--- src/sar_readout_pkg.sv ---
// Constants and types for the converter result readout
// Operation
// Format pin high gives straight binary, low twos
// Parallel reads keep register; serial clocks shift
// Host reads parallel before serial, never reverse
// Parallel use: external select high, clock low
// Bus driven only when read high, select low
// Byte low gives top eight; high low four
// Byte select toggles presented byte within conversion
// Output content undefined before first conversion
// Register updates first, then busy rises
// Previous result kept twelve microseconds after start
// Host avoids reads from twelve microseconds on
// Internal mode drives clock, shifts previous result
// External mode: clock pin is an input
// External, busy high: select fall shifts result; code shifts on the second and later data clock rises instead
// External, busy low: read enable shifts previous
// Both low at busy rise restarts conversion
// Commands ignored while conversion in progress
// Codes: twos complement, binary inverts MSB
// Busy low from start until register updated
// Start is level sensitive, both inputs low
// Internal mode sends MSB first, twelve pulses
// Result held until next load or shift
package sar_readout_pkg;
    localparam int RES_W           = 12;
    localparam int BYTE_W          = 8;
    localparam int CNT_W           = 8;
    localparam int BIT_W           = 4;
    localparam int PIN_W           = 6;
    localparam int MSB_POS         = 11;
    localparam int CLK_PERIOD_NS   = 100;
    localparam int CONV_TIME_NS    = 14700;
    localparam int PREV_HOLD_NS    = 12000;
    localparam int DCLK_DELAY_NS   = 1400;
    localparam int DCLK_PERIOD_NS  = 1100;
    localparam int DCLK_HIGH_NS    = 500;
    localparam int CONV_CYCLES     = (CONV_TIME_NS + CLK_PERIOD_NS - 1) / CLK_PERIOD_NS;
    localparam int HOLD_CYCLES     = (PREV_HOLD_NS + CLK_PERIOD_NS - 1) / CLK_PERIOD_NS;
    localparam int DCLK_DELAY_CYC  = (DCLK_DELAY_NS + CLK_PERIOD_NS - 1) / CLK_PERIOD_NS;
    localparam int DCLK_PERIOD_CYC = DCLK_PERIOD_NS / CLK_PERIOD_NS;
    localparam int DCLK_HIGH_CYC   = (DCLK_HIGH_NS + CLK_PERIOD_NS - 1) / CLK_PERIOD_NS;
    localparam int DCLK_PULSES     = 12;
    localparam logic [CNT_W-1:0] CONV_LAST    = CNT_W'(CONV_CYCLES - 1);
    localparam logic [CNT_W-1:0] HOLD_CNT     = CNT_W'(HOLD_CYCLES);
    localparam logic [CNT_W-1:0] DCLK_DELAY   = CNT_W'(DCLK_DELAY_CYC);
    localparam logic [BIT_W-1:0] DCLK_PH_LAST = BIT_W'(DCLK_PERIOD_CYC - 1);
    localparam logic [BIT_W-1:0] DCLK_HIGH    = BIT_W'(DCLK_HIGH_CYC);
    localparam logic [BIT_W-1:0] DCLK_NUM     = BIT_W'(DCLK_PULSES);
    localparam logic [RES_W-1:0] RESULT_RST   = 12'h000;
    // Order: cs_n, rd_conv, byte_sel, format, source, data clock
    localparam logic [PIN_W-1:0] PIN_SYNC_RST = 6'h32;
    typedef enum logic [1:0] {
        ST_IDLE   = 2'h0,
        ST_CONV   = 2'h1,
        ST_UPDATE = 2'h3
    } conv_state_t;
endpackage

--- src/result_if.sv ---
// Interface between readout control and the output register
`timescale 1ns/1ps
interface result_if;
    logic        load;
    logic [11:0] load_data;
    logic        shift;
    logic        shift_in;
    logic [11:0] data;
    modport ctrl  (output load, output load_data, output shift, output shift_in, input data);
    modport store (input load, input load_data, input shift, input shift_in, output data);
endinterface

--- src/result_reg.sv ---
// Output register holding one result, loadable and shiftable
`timescale 1ns/1ps
module result_reg (
    // Clock and reset
    input  wire logic i_clk,
    input  wire logic i_srst,
    // Control
    result_if.store   rif
);
    // Load beats shift: a new result must not be lost to a clock edge
    always_ff @(posedge i_clk) begin
        if (i_srst) begin
            rif.data <= sar_readout_pkg::RESULT_RST;
        end else if (rif.load) begin
            rif.data <= rif.load_data;
        end else if (rif.shift) begin
            rif.data <= {rif.data[10:0], rif.shift_in};
        end
    end
endmodule

--- src/sar_adc_result_readout.sv ---
// Conversion control and parallel/serial result readout
`timescale 1ns/1ps
module sar_adc_result_readout (
    // Clock and reset
    input  wire logic        i_clk,
    input  wire logic        i_srst,
    // Host control pins
    input  wire logic        i_cs_n,
    input  wire logic        i_rd_conv,
    input  wire logic        i_byte_sel,
    input  wire logic        i_output_format_select,
    input  wire logic        i_data_clock_source_select,
    // Serial data clock pin and serial data output
    input  wire logic        i_serial_data_clock,
    output logic             o_serial_data_clock,
    output logic             o_serial_data_clock_oe_n,
    output logic             o_serial_data_out,
    // Parallel bus
    output logic [7:0]       o_parallel_data_bus,
    output logic             o_parallel_data_bus_oe_n,
    // Status
    output logic             o_busy_n,
    // Converter core result, twos complement
    input  wire logic [11:0] i_conv_code
);
    localparam int PW = sar_readout_pkg::PIN_W;
    localparam int CW = sar_readout_pkg::CNT_W;
    localparam int BW = sar_readout_pkg::BIT_W;

    logic [PW-1:0]                   sync1_r;
    logic [PW-1:0]                   sync2_r;
    logic                            cs_n_s;
    logic                            rc_s;
    logic                            byte_s;
    logic                            fmt_s;
    logic                            src_s;
    logic                            dclk_s;
    logic                            dclk_d_r;
    logic                            dclk_rise;
    logic                            conv_req;
    logic                            read_en;
    logic                            ext_rd;
    logic                            first_r;
    logic                            int_mode_r;
    logic                            int_active;
    logic                            int_shift;
    logic                            ext_shift;
    logic [CW-1:0]                   cnt_r;
    logic [BW-1:0]                   phase_r;
    logic [BW-1:0]                   bits_r;
    logic                            dclk_out_r;
    logic [7:0]                      par_r;
    logic                            par_oe_n_r;
    sar_readout_pkg::conv_state_t    state_r;

    result_if rif ();

    result_reg u_result (
        .i_clk  (i_clk),
        .i_srst (i_srst),
        .rif    (rif)
    );

    // Pin synchronisers; only the second stage is read
    always_ff @(posedge i_clk) begin
        if (i_srst) begin
            sync1_r <= sar_readout_pkg::PIN_SYNC_RST;
            sync2_r <= sar_readout_pkg::PIN_SYNC_RST;
        end else begin
            sync1_r <= {i_cs_n, i_rd_conv, i_byte_sel, i_output_format_select,
                        i_data_clock_source_select, i_serial_data_clock};
            sync2_r <= sync1_r;
        end
    end

    assign cs_n_s = sync2_r[5];
    assign rc_s   = sync2_r[4];
    assign byte_s = sync2_r[3];
    assign fmt_s  = sync2_r[2];
    assign src_s  = sync2_r[1];
    assign dclk_s = sync2_r[0];

    assign conv_req = ~cs_n_s & ~rc_s;
    assign read_en  = ~cs_n_s & rc_s;
    assign ext_rd   = read_en & src_s;

    // Conversion sequencer
    always_ff @(posedge i_clk) begin
        if (i_srst) begin
            state_r    <= sar_readout_pkg::ST_IDLE;
            cnt_r      <= '0;
            int_mode_r <= 1'h0;
        end else begin
            case (state_r)
                sar_readout_pkg::ST_IDLE: begin
                    // Level sensitive: both low at busy rise restarts at once
                    if (conv_req) begin
                        state_r    <= sar_readout_pkg::ST_CONV;
                        cnt_r      <= '0;
                        int_mode_r <= ~src_s;
                    end
                end
                sar_readout_pkg::ST_CONV: begin
                    // Commands are not looked at until busy rises
                    cnt_r <= cnt_r + CW'(1);
                    if (cnt_r == sar_readout_pkg::CONV_LAST) begin
                        state_r <= sar_readout_pkg::ST_UPDATE;
                    end
                end
                sar_readout_pkg::ST_UPDATE: begin
                    state_r <= sar_readout_pkg::ST_IDLE;
                end
                default: begin
                    state_r <= sar_readout_pkg::ST_IDLE;
                end
            endcase
        end
    end

    assign o_busy_n = (state_r == sar_readout_pkg::ST_IDLE);

    // Result loads on the last conversion cycle, after the hold window
    assign rif.load      = (state_r == sar_readout_pkg::ST_CONV) &&
                           (cnt_r == sar_readout_pkg::CONV_LAST);
    assign rif.load_data = fmt_s ? {~i_conv_code[11], i_conv_code[10:0]}
                                 : i_conv_code;

    // Internal data clock burst during the conversion
    assign int_active = (state_r == sar_readout_pkg::ST_CONV) && int_mode_r &&
                        (cnt_r >= sar_readout_pkg::DCLK_DELAY) &&
                        (bits_r < sar_readout_pkg::DCLK_NUM);
    assign int_shift  = int_active && (phase_r == sar_readout_pkg::DCLK_HIGH);

    always_ff @(posedge i_clk) begin
        if (i_srst || state_r != sar_readout_pkg::ST_CONV) begin
            phase_r    <= '0;
            bits_r     <= '0;
            dclk_out_r <= 1'h0;
        end else if (int_active) begin
            dclk_out_r <= (phase_r < sar_readout_pkg::DCLK_HIGH);
            if (phase_r == sar_readout_pkg::DCLK_PH_LAST) begin
                phase_r <= '0;
                bits_r  <= bits_r + BW'(1);
            end else begin
                phase_r <= phase_r + BW'(1);
            end
        end else begin
            dclk_out_r <= 1'h0;
        end
    end

    // External clock: first rising edge presents the MSB, later ones shift
    always_ff @(posedge i_clk) begin
        if (i_srst) begin
            dclk_d_r <= 1'h0;
            first_r  <= 1'h1;
        end else begin
            dclk_d_r <= dclk_s;
            if (!ext_rd) begin
                first_r <= 1'h1;
            end else if (dclk_rise) begin
                first_r <= 1'h0;
            end
        end
    end

    assign dclk_rise    = dclk_s & ~dclk_d_r;
    assign ext_shift    = ext_rd & dclk_rise & ~first_r;
    assign rif.shift    = int_shift | ext_shift;
    // Chained serial input is not supported; zeros follow the LSB
    assign rif.shift_in = 1'h0;

    // Parallel bus never shifts the register, it only looks at it
    always_ff @(posedge i_clk) begin
        if (i_srst) begin
            par_r      <= 8'h00;
            par_oe_n_r <= 1'h1;
        end else begin
            par_oe_n_r <= ~read_en;
            if (byte_s) begin
                par_r <= {rif.data[3:0], 4'h0};
            end else begin
                par_r <= rif.data[11:4];
            end
        end
    end

    assign o_parallel_data_bus      = par_r;
    assign o_parallel_data_bus_oe_n = par_oe_n_r;
    assign o_serial_data_out        = rif.data[sar_readout_pkg::MSB_POS];
    assign o_serial_data_clock      = dclk_out_r;
    assign o_serial_data_clock_oe_n = src_s;
endmodule

--- config.mk ---
export PLATFORM = sky130hd
export DESIGN_NAME = sar_adc_result_readout
export DESIGN_NICKNAME = d
export VERILOG_FILES = /design/src/sar_readout_pkg.sv /design/src/result_if.sv /design/src/result_reg.sv /design/src/sar_adc_result_readout.sv
export SDC_FILE = /design/constraint.sdc
export NUM_CORES = 1
export LEC_CHECK = 0
export ABC_AREA = 1
export ABC_CLOCK_PERIOD_IN_PS = 2200
export BUFFER_PORTS_ARGS = -buffer_cell sky130_fd_sc_hd__buf_4
export CORE_UTILIZATION = 45
export CTS_CLUSTER_DIAMETER = 150
export DETAILED_ROUTE_END_ITERATION = 6
export MAX_ROUTING_LAYER = met4
export PLACE_DENSITY = 0.7
export SLEW_MARGIN = 20
export SYNTH_ARGS = -nofsm -noshare
export SYNTH_HDL_FRONTEND = slang
export SYNTH_HIERARCHICAL = 1
export SYNTH_SLANG_ARGS = --single-unit
export TNS_END_PERCENT = 10
--- constraint.sdc ---
create_clock -name i_clk -period 2.2 [get_ports i_clk]
set_input_delay 0.33 -clock i_clk [delete_from_list [all_inputs] [get_ports i_clk]]
set_output_delay 0.33 -clock i_clk [all_outputs]
set_load 0.05 [all_outputs]
==> results.toml, run 1 <==
[yosys]
synth.area.top_cells = "sky130_fd_sc_hd__dfxtp_1, sky130_fd_sc_hd__nand2_1, sky130_fd_sc_hd__inv_1"
combinational_family_with_the_most_area_after_synthesis = "simple AND/OR/NAND/NOR gates"
post_synth.cell_area_avg_um2 = 7.24
seq_area_frac_synth = 0.464
post_synth_fa_ha_maj_area_fraction = 0.0158
mappedNetlistNets = 351
synthCells = 328
post_synth_mux_area_share = 0
netlist.top_cell.by_area = "sky130_fd_sc_hd__dfxtp_1"
netlist_area_um2 = 2370
netlist.area_leader.share = 0.464
yosys.cell_types.count = 30
synthXorXnorAreaFrac = 0.0111
synth_enable_flop_cells = 0
yosysWarnings = 6
ys_seq_elements = 55
synth_async_sr_flop_share = 0
share_of_synthesized_cell_area_in_and_or_nand_and_nor_gates = 0.340
synth-compound-area-share = 0.0601
dominantRegCellSynth = "sky130_fd_sc_hd__dfxtp_1"

[worst_setup_path]
worstSetupStartpointType = "register"
r2r_end = "u_result/rif.data[4]$_SDFFE_PP0P_"
required_ns = 2.46
worstPathArrival_ns = 2.24
reg2reg_setup_slack_ns = 0.22
setup.worst_path.end_class = "register"
cp_max_fo = 12
setup.worst_path.class = "reg2reg"
reg_to_reg_critical_path_startpoint = "cnt_r[0]$_SDFFE_PP0P_"
timing.reg2reg.worst_path_depth = 13

[route]
ant_nets_after_route = 0
route.vias.total = 1977
routed_wire_length_per_instance_um = 10.3
firstDrtPassIters = 4
drt_iter0_drc = 143
route.detailed.drc = 0
final_wirelength_mm = 4.45
vias_per_cell = 4.58

[timing]
crit_share_post_route = 0.899
timing.final.ws_setup_ns = 0.222
clock_skew_ns = 0.00310
drv_slew = 0
report.final.setup_viol = 0
maxSlewHeadroom = 0.589
worst_pin_slew_ns = 0.610
fmax_mhz = 506
rsz0062_at_grt = "no"
finalWorstPathRequiredPeriod_ns = 1.98
fin_setup_tns_ns = 0
report.final.hold_viol_count = 0

[power]
cellInternalPower_mw = 1.38
ir_worst_vdd_mv = 0.434
switching_power_uw = 358
powerDensity_nw_per_um2 = 626
power_frac_seq = 0.584
comb_power_share = 0.045
switching_share = 0.206
p_leak_nw = 1.31
power.share.clock = 0.371

[placement]
finalWeightedCongestion = 0.869
io_buffers = 32
place.detailed.instances = 425
post-place-ws_ns = 0.291
hpwl_mm = 3.19
placed_area_um2 = 2670

[global_routing]
maximum_number_of_pins_on_one_net_before_global_route_repair = 24
grt_pass1_vias = 1760
grtUsageTotal = 0.186
initial_antenna_violation_count = 0
global_route_wire_length_before_repair_mm = 7.58
gr-total-overflow = 0

[floorplan]
die_y_um = 74.6
pin_count = 33
initial_core_util = 0.465
fp.dieW_um = 74.6
rows = 26
fp.dieArea_um2 = 5570
core_um2 = 5110

[finish]
n_fill_cell = 497
final_util = 0.543
nets = 385
diodes_inserted = 0
share_of_cells_above_drive_strength_1 = 0.180
final_cell_area_um2 = 2770
final_common_cell = "sky130_fd_sc_hd__nand2_1"
area_growth_syn_to_layout_pct = 16.7
layout_common_cells = "sky130_fd_sc_hd__nand2_1, sky130_fd_sc_hd__dfxtp_1, sky130_fd_sc_hd__inv_1"
instances_no_fill = 432
register_area_um2 = 1100
multi_input_comb_area_um2 = 1020

[min_path]
hold-path-cell-count = 2
hold_class = "in2reg"
timing.hold.worst_endpoint = "sync1_r[5]$_SDFF_PP1_"
worst_hold_startpoint = "i_cs_n"

[clock_network]
cts_buffers = 5
cts_tree = "yes"
cts_root_buffer = "sky130_fd_sc_hd__clkbuf_8"
cts_setup_buffers = 0
clock_sinks = 55
cts_max_path_bufs = 2
clk_pin_slew_ns = 0.09
clk-insertion-delay-late_ns = 0.30
cts_resized = 0
cts_htree_levels = 2
hold_buffers = 0

[flow_run]
max_cap_violations = 0

[run_status]
status = "finished, final reports clean"
-- cell usage after synthesis, types with 2 or more instances --
library cell and number:
sky130_fd_sc_hd__xor2_1 3, sky130_fd_sc_hd__nand2_4 2, sky130_fd_sc_hd__nand3_1 28, sky130_fd_sc_hd__inv_1 47
sky130_fd_sc_hd__dfxtp_1 55, sky130_fd_sc_hd__nand3b_1 2, sky130_fd_sc_hd__ha_1 3, sky130_fd_sc_hd__nor2_4 2
sky130_fd_sc_hd__nor2_2 3, sky130_fd_sc_hd__a211oi_1 2, sky130_fd_sc_hd__buf_6 2, sky130_fd_sc_hd__o21ai_0 11
sky130_fd_sc_hd__nor3_1 2, sky130_fd_sc_hd__nand2_1 81, sky130_fd_sc_hd__nand2_2 2, sky130_fd_sc_hd__or2_2 6
sky130_fd_sc_hd__nor2_1 41, sky130_fd_sc_hd__a21oi_1 10, sky130_fd_sc_hd__buf_2 3, sky130_fd_sc_hd__nand4_1 7
sky130_fd_sc_hd__inv_2 7
-- cells by family after synthesis --
| family | after synthesis |
|---|---|
| and+or+nand+nor | 178 |
| adders and majority gates | 3 |
| xor gates and xnor gates | 3 |
| AOI/OAI and AO/OA | 26 |
| buffers and inverters | 62 |
| other | 1 |
| DFF | 55 |
-- critical path, stage by stage, from the launching register on --
cell and delay [ns]:
sky130_fd_sc_hd__dfxtp_1 0.36, sky130_fd_sc_hd__inv_1 0.08, sky130_fd_sc_hd__ha_1 0.21, sky130_fd_sc_hd__inv_1 0.05, sky130_fd_sc_hd__nand2_1 0.05, sky130_fd_sc_hd__nand2_1 0.10
sky130_fd_sc_hd__nand2_4 0.10, sky130_fd_sc_hd__nand2_4 0.12, sky130_fd_sc_hd__o32ai_1 0.11, sky130_fd_sc_hd__nor2_2 0.40, sky130_fd_sc_hd__nand2_1 0.13, sky130_fd_sc_hd__nand3_1 0.11
sky130_fd_sc_hd__nand2_1 0.06, sky130_fd_sc_hd__inv_1 0.05
-- metal layers --
| layer | global-route usage | wire length, um | up-vias |
|---|---|---|---|
| met5 | - | 0 | - |
| met4 | 0.0692 | 80 | 0 |
| met3 | 0.0455 | 157 | 9 |
| met2 | 0.284 | 2020 | 36 |
| met1 | 0.239 | 2190 | 858 |
| li1 | - | - | 1074 |
-- worst max path at each step --
stage	start	to	slack [ns]
after CTS	cnt_r[0]$_SDFFE_PP0P_	u_result/rif.data[4]$_SDFFE_PP0P_	0.23
after floorplan	sync2_r[1]$_SDFF_PP1_	u_result/rif.data[1]$_SDFFE_PP0P_	0.51
final	cnt_r[0]$_SDFFE_PP0P_	u_result/rif.data[4]$_SDFFE_PP0P_	0.22
after detailed placement	cnt_r[0]$_SDFFE_PP0P_	u_result/rif.data[4]$_SDFFE_PP0P_	0.29
after global placement	cnt_r[0]$_SDFFE_PP0P_	u_result/rif.data[5]$_SDFFE_PP0P_	0.38
after global routing	cnt_r[0]$_SDFFE_PP0P_	u_result/rif.data[4]$_SDFFE_PP0P_	0.03
-- power groups by stage --
stage               clock (mW)  sequential (mW)  combinational [mW]
floorplan                    0             1.05              0.0297
global placement             0             1.04              0.0784
detailed placement           0             1.04              0.0795
CTS                      0.661             1.01              0.0798
global route             0.701             1.02              0.0873
finish                   0.643             1.01              0.0787
-- flip-flops by register name (all words and copies together), names as in the netlist --
name	flops
o_parallel_data_bus_oe_n	1
state_r	2
dclk_d_r	1
o_parallel_data_bus	8
first_r	1
sync2_r	6
sync1_r	6
phase_r	4
o_serial_data_clock	1
cnt_r	8
u_result/rif.data	12
int_mode_r	1
bits_r	4
-- layout make-up --
type	instances	share of cell area
Timing Repair Buffer	34	0.0921
Clock inverter	1	0.0108
Clock buffer	6	0.0262
Tap cell	70	0.0316
Inverter	55	0.0745
Multi-Input combinational cell	211	0.367
Sequential cell	55	0.397
-- stage by stage --
stage / hold slack (ns) / power [mW]
finish: 0.200 / 1.74
floorplan: 0.388 / 1.08
global route: 0.194 / 1.80
global placement: 0.390 / 1.12
detailed placement: 0.393 / 1.12
CTS: 0.190 / 1.75
(Power assumes the default switching activity.)
==> inputs of run 2 (changes only) <==
--- a/config.mk
+++ b/config.mk
@@ -8,11 +8,11 @@
 export ABC_AREA = 1
 export ABC_CLOCK_PERIOD_IN_PS = 2200
 export BUFFER_PORTS_ARGS = -buffer_cell sky130_fd_sc_hd__buf_4
-export CORE_UTILIZATION = 45
+export CORE_UTILIZATION = 38
 export CTS_CLUSTER_DIAMETER = 150
 export DETAILED_ROUTE_END_ITERATION = 6
 export MAX_ROUTING_LAYER = met4
-export PLACE_DENSITY = 0.7
+export PLACE_DENSITY = 0.62
 export SLEW_MARGIN = 20
 export SYNTH_ARGS = -nofsm -noshare
 export SYNTH_HDL_FRONTEND = slang
==> run 2 against run 1 <==
  * Global-route usage shrank 2.6 points
  * Core utilization down 8.2 points
  * Via count grew 0.71%
  * Clock-buffer cell count stayed put
  * Power decreased by 5.7%
  * Non-clock buffer count did not move
  * Largest cell class unchanged
==> results.toml, run 2 (synthesis results as in run 1) <==
[clock_network]
cts_max_path_bufs = 2
cts_root_buffer = "sky130_fd_sc_hd__clkbuf_8"
clock_sinks = 55
cts_tree = "yes"
hold_buffers = 0
cts_resized = 0
cts_setup_buffers = 0
clk_pin_slew_ns = 0.09
clk-insertion-delay-late_ns = 0.30
cts_htree_levels = 2
cts_buffers = 5

[floorplan]
die_y_um = 81.1
initial_core_util = 0.396
rows = 28
fp.dieW_um = 81.1
core_um2 = 5990
fp.dieArea_um2 = 6570
pin_count = 33

[min_path]
hold_class = "in2reg"

[worst_setup_path]
worstSetupStartpointType = "register"
crit_path_top_delay_cell = "sky130_fd_sc_hd__nor2_2"
setup.worst_path.class = "reg2reg"
worst_path_most_repeated_cell = "sky130_fd_sc_hd__nand2_1"
cp_cell_sequence = "inv_1, ha_1, inv_1, nand2_1, nand2_1, nand2_4, nand2_4, o32ai_1, nor2_2, nand2_1, nand3_1, nand2_1, inv_1"
setup.worst_path.end_class = "register"
cpPeakStageDelay_ns = 0.39
worstPathArrival_ns = 2.18
required_ns = 2.46
cp_max_fo = 12

[global_routing]
grtUsageTotal = 0.160
global_route_wire_length_before_repair_mm = 7.77
grt_pass1_vias = 1759
gr-total-overflow = 0
maximum_number_of_pins_on_one_net_before_global_route_repair = 24
initial_antenna_violation_count = 0

[timing]
whs_ns = 0.202
rsz0062_at_grt = "no"
clock_skew_ns = 0.00544
crit_share_post_route = 0.875
finalWorstPathRequiredPeriod_ns = 1.93
worst_pin_slew_ns = 0.632
maxSlewHeadroom = 0.574
fmax_mhz = 519
drv_slew = 0
report.final.hold_viol_count = 0
fin_setup_tns_ns = 0
report.final.setup_viol = 0

[power]
power.share.clock = 0.332
cellInternalPower_mw = 1.27
switching_share = 0.226
ir_worst_vdd_mv = 0.263
switching_power_uw = 369
power_frac_seq = 0.620
comb_power_share = 0.048
powerDensity_nw_per_um2 = 593
p_leak_nw = 1.30

[finish]
diodes_inserted = 0
layout_common_cells = "sky130_fd_sc_hd__nand2_1, sky130_fd_sc_hd__dfxtp_1, sky130_fd_sc_hd__inv_1"
final_common_cell = "sky130_fd_sc_hd__nand2_1"
nets = 385
share_of_cells_above_drive_strength_1 = 0.182
area_growth_syn_to_layout_pct = 16.2
largest_register_ff_count = 12
top_register = "u_result/rif.data"

[route]
vias_per_cell = 4.55
route.vias.total = 1991
ant_nets_after_route = 0
final_wirelength_mm = 4.54
routed_wire_length_per_instance_um = 10.4
route.detailed.drc = 0
drt_iter0_drc = 71
firstDrtPassIters = 4

[placement]
io_buffers = 32
hpwl_mm = 3.27
finalWeightedCongestion = 0.781

[flow_run]
max_cap_violations = 0

[run_status]
status = "finished, final reports clean"
[run 2: cell types whose count changed in the layout (fill, tap and decap cells not counted), sizes merged]
cell and delta:
bufinv -1, clkinv +1, clkinvlp +1
[run 2: critical path, delay by kind of cell (launching register included)]
family,cells,cell delay (ns)
DFF,1,0.37
and+or+nand+nor,8,0.99
AOI/OAI and AO/OA,1,0.11
buffers and inverters,3,0.18
adders and majority gates,1,0.22
[run 2: layout make-up]
cell class,instances,area (um2)
fillers,612,3230
flip-flops and latches,55,1100
multi-input cells,211,1020
repair buffers,34,255
inverters,55,206
well taps,75,93.8
clock buffers,6,72.6
clock inverters,2,12.5
[run 2: power groups by stage]
stage                     logic, mW  clock network (mW)  registers [mW]
after detailed placement     0.0801                   0            1.04
after global routing         0.0874               0.615            1.02
after floorplan              0.0297                   0            1.05
after CTS                    0.0804               0.570            1.01
final                        0.0790               0.543            1.01
after global placement       0.0798                   0            1.04
[run 2: routing by layer]
layer	vias up	global-route usage	share of wire
li1	1068	-	-
met1	891	0.207	0.51
met2	25	0.240	0.44
met3	7	0.0404	0.033
met4	0	0.0589	0.015
met5	-	-	0
[run 2: stage by stage]
stage	cell area [um2]	setup slack [ns]	power, mW	util	cells
after detailed placement	2680	0.306	1.12	0.447	430
after global placement	2680	0.372	1.12	0.447	430
after CTS	2760	0.290	1.66	0.461	438
after global routing	2760	0.0588	1.72	0.461	438
after floorplan	2370	0.510	1.08	-	328
final	2760	0.275	1.64	0.461	438
[run 2: final timing paths]
kind | startpoint | to | slack, ns | cells after the start
setup / recovery | cnt_r[0]$_SDFFE_PP0P_ | u_result/rif.data[2]$_SDFFE_PP0P_ | 0.27 | 13
hold / removal | i_cs_n | sync1_r[5]$_SDFF_PP1_ | 0.20 | 2
setup reg to reg | cnt_r[0]$_SDFFE_PP0P_ | u_result/rif.data[2]$_SDFFE_PP0P_ | 0.27 | 13
hold reg to reg | sync1_r[2]$_SDFF_PP0_ | sync2_r[2]$_SDFF_PP0_ | 0.41 | 2
==> inputs of run 3 (changes only) <==
--- a/config.mk
+++ b/config.mk
@@ -5,14 +5,15 @@
 export SDC_FILE = /design/constraint.sdc
 export NUM_CORES = 1
 export LEC_CHECK = 0
-export ABC_AREA = 1
 export ABC_CLOCK_PERIOD_IN_PS = 2200
 export BUFFER_PORTS_ARGS = -buffer_cell sky130_fd_sc_hd__buf_4
+export CORE_ASPECT_RATIO = 1.1
 export CORE_UTILIZATION = 38
 export CTS_CLUSTER_DIAMETER = 150
 export DETAILED_ROUTE_END_ITERATION = 6
 export MAX_ROUTING_LAYER = met4
 export PLACE_DENSITY = 0.62
+export SKIP_CTS_REPAIR_TIMING = 1
 export SLEW_MARGIN = 20
 export SYNTH_ARGS = -nofsm -noshare
 export SYNTH_HDL_FRONTEND = slang
==> run 3 against run 2 <==
  * Wire length down 7.8%
  * Clock skew up 0.0039 ns
  * Worst hold slack worse by 0.0071 ns
  * Clock power up 11%
  * Core utilization up 1.4 points
  * Die area down 3.0%
  * Sequential power about the same
  * Synthesized area down 3.1%
  * Worst setup slack worse by 0.099 ns
  * Synthesized cell count down 30%
  * Non-clock buffer count up 5
  * Largest power group unchanged
  * Highest routed layer unchanged
==> results.toml, run 3 <==
[run_status]
status = "finished, final reports clean"

[timing]
timing.final.ws_setup_ns = 0.176
crit_share_post_route = 0.920
maxSlewHeadroom = 0.647
rsz0062_at_grt = "no"
finalWorstPathRequiredPeriod_ns = 2.02
report.final.hold_viol_count = 0
fmax_mhz = 494
clock_skew_ns = 0.00938
report.final.setup_viol = 0
drv_slew = 0
worst_pin_slew_ns = 0.529
fin_setup_tns_ns = 0

[yosys]
synth.area.top_cells = "sky130_fd_sc_hd__dfxtp_1, sky130_fd_sc_hd__mux2i_1, sky130_fd_sc_hd__nor2b_1"
netlist_area_um2 = 2300
synth_async_sr_flop_share = 0
dominantRegCellSynth = "sky130_fd_sc_hd__dfxtp_1"
yosysWarnings = 6
mappedNetlistNets = 252
synth_commonest_cells = "sky130_fd_sc_hd__dfxtp_1, sky130_fd_sc_hd__nor2_1, sky130_fd_sc_hd__nor2b_1"
synthCells = 229
synth_enable_flop_cells = 0
ys_seq_elements = 55
netlist.top_cell.by_area = "sky130_fd_sc_hd__dfxtp_1"
netlist.area_leader.share = 0.478
yosys.cell_types.count = 47
post-synth-top-count-cell = "sky130_fd_sc_hd__dfxtp_1"
synthXorXnorAreaFrac = 0.0114
post_synth.cell_area_avg_um2 = 10.1
seq_area_frac_synth = 0.478
combinational_family_with_the_most_area_after_synthesis = "simple AND/OR/NAND/NOR gates"
post_synth_mux_area_share = 0.0837
post_synth_fa_ha_maj_area_fraction = 0.0163
share_of_synthesized_cell_area_in_and_or_nand_and_nor_gates = 0.215
synth-compound-area-share = 0.161

[global_routing]
initial_antenna_violation_count = 0
grt_pass1_vias = 1496
gr-total-overflow = 0
maximum_number_of_pins_on_one_net_before_global_route_repair = 24
grtUsageTotal = 0.141
global_route_wire_length_before_repair_mm = 6.94

[clock_network]
cts_root_buffer = "sky130_fd_sc_hd__clkbuf_8"
cts_htree_levels = 2
clk_pin_slew_ns = 0.10
clock_sinks = 55
clk-insertion-delay-late_ns = 0.31
cts_tree = "yes"
cts_buffers = 5
cts_max_path_bufs = 2

[route]
firstDrtPassIters = 4
routed_wire_length_per_instance_um = 12.3
routed_length_on_met2_mm = 2.00
ant_nets_after_route = 0
route.detailed.drc = 0
drt_iter0_drc = 112
route.vias.total = 1692
detailroute.wirelength.met3_um = 144
routed.top_layer = "met4"
met1Wirelength_mm = 2.00
vias_per_cell = 4.96
final_wirelength_mm = 4.18

[finish]
final_common_cell = "sky130_fd_sc_hd__dfxtp_1"
multi_input_comb_area_um2 = 1130
largest_register_ff_count = 12
share_of_cells_above_drive_strength_1 = 0.280
n_fill_cell = 567
final_util = 0.475
instances_no_fill = 341
nets = 286
area_growth_syn_to_layout_pct = 19.8
diodes_inserted = 0
register_area_um2 = 1100
layout_common_cells = "sky130_fd_sc_hd__dfxtp_1, sky130_fd_sc_hd__buf_4, sky130_fd_sc_hd__nor2_1"
top_register = "u_result/rif.data"

[placement]
hpwl_mm = 3.03
finalWeightedCongestion = 0.797
post-place-ws_ns = 0.132
io_buffers = 32
place.detailed.instances = 333

[worst_setup_path]
cp_max_fo = 12
cp_cell_sequence = "inv_1, ha_1, o211ai_4, a211oi_1, nand3_1, o32ai_2, buf_12, mux2i_1, a211oi_2"
cpPeakStageDelay_ns = 0.36
crit_path_top_delay_cell = "sky130_fd_sc_hd__dfxtp_1"
worstSetupStartpointType = "register"
required_ns = 2.38
setup.worst_path.class = "reg2reg"
worstPathArrival_ns = 2.21
setup.worst_path.end_class = "register"

[power]
powerDensity_nw_per_um2 = 610
power.share.clock = 0.359
cellInternalPower_mw = 1.31
ir_worst_vdd_mv = 0.334
comb_power_share = 0.039
switching_share = 0.223
p_leak_nw = 0.953
power_frac_seq = 0.602
switching_power_uw = 376

[min_path]
hold_class = "in2reg"

[floorplan]
core_um2 = 5810
initial_core_util = 0.397
die_y_um = 83.6
fp.dieArea_um2 = 6370
fp.dieW_um = 76.2
pin_count = 33
rows = 29

[flow_run]
max_cap_violations = 0
-- run 3: changes by cell type in the layout (fill, tap and decap cells not counted), moves of 16 or more --
cell	previous run	this run
sky130_fd_sc_hd__nor2_1	41	25
sky130_fd_sc_hd__mux2i_1	0	17
sky130_fd_sc_hd__nand3_1	28	4
sky130_fd_sc_hd__nand2_1	81	8
sky130_fd_sc_hd__nor2b_1	0	22
sky130_fd_sc_hd__inv_1	47	5
-- run 3: cells by family after synthesis --
| logic type | Yosys count |
|---|---|
| multiplexers | 19 |
| AO/OA/AOI/OAI | 41 |
| buffers and inverters | 17 |
| flip-flops | 55 |
| adder cells (fa/ha/maj) | 3 |
| other | 1 |
| XOR/XNOR | 3 |
| AND/OR/NAND/NOR | 90 |
-- run 3: critical path, delay by kind of cell (launching register included) --
family	cells	cell delay, ns
flops	1	0.36
simple gates	1	0.17
compound gates	4	0.67
mux	1	0.24
buf+inv	2	0.26
fa+ha+maj	1	0.20
-- run 3: path summary, 6_finish.rpt --
kind / start / end / slack, ns / depth (start not counted)
setup / recovery: cnt_r[0]$_SDFFE_PP0P_ / u_result/rif.data[4]$_SDFFE_PP0P_ / 0.18 / 9
hold / removal: i_data_clock_source_select / sync1_r[1]$_SDFF_PP1_ / 0.19 / 2
setup reg to reg: cnt_r[0]$_SDFFE_PP0P_ / u_result/rif.data[4]$_SDFFE_PP0P_ / 0.18 / 9
hold reg to reg: sync1_r[4]$_SDFF_PP1_ / sync2_r[4]$_SDFF_PP1_ / 0.42 / 1
-- run 3: layer usage --
metal | vias up | global-route usage
li1 | 869 | -
met5 | - | -
met3 | 4 | 0.0361
met1 | 787 | 0.171
met4 | 0 | 0.0577
met2 | 32 | 0.224
-- run 3: metrics by stage --
step                power [mW]  area [um2]  hold WS [ns]
floorplan                 1.07        2300         0.389
global placement          1.10        2660         0.392
detailed placement        1.10        2660         0.393
CTS                       1.71        2760         0.181
global route              1.75        2760         0.170
finish                    1.68        2760         0.195
-- run 3: power groups by stage --
stage,clock [mW],sequential (mW),combinational [mW]
after floorplan,0,1.04,0.0292
after global placement,0,1.04,0.0662
after detailed placement,0,1.04,0.0672
after CTS,0.631,1.01,0.0672
after global routing,0.668,1.01,0.0713
final,0.604,1.01,0.0663
-- run 3: final cells by class --
class / instances / area share
flip-flops and latches: 55 / 0.400
clock inverters: 2 / 0.00726
clock buffers: 6 / 0.0299
multi-input cells: 157 / 0.411
repair buffers: 39 / 0.111
well taps: 77 / 0.0349
inverters: 5 / 0.00680
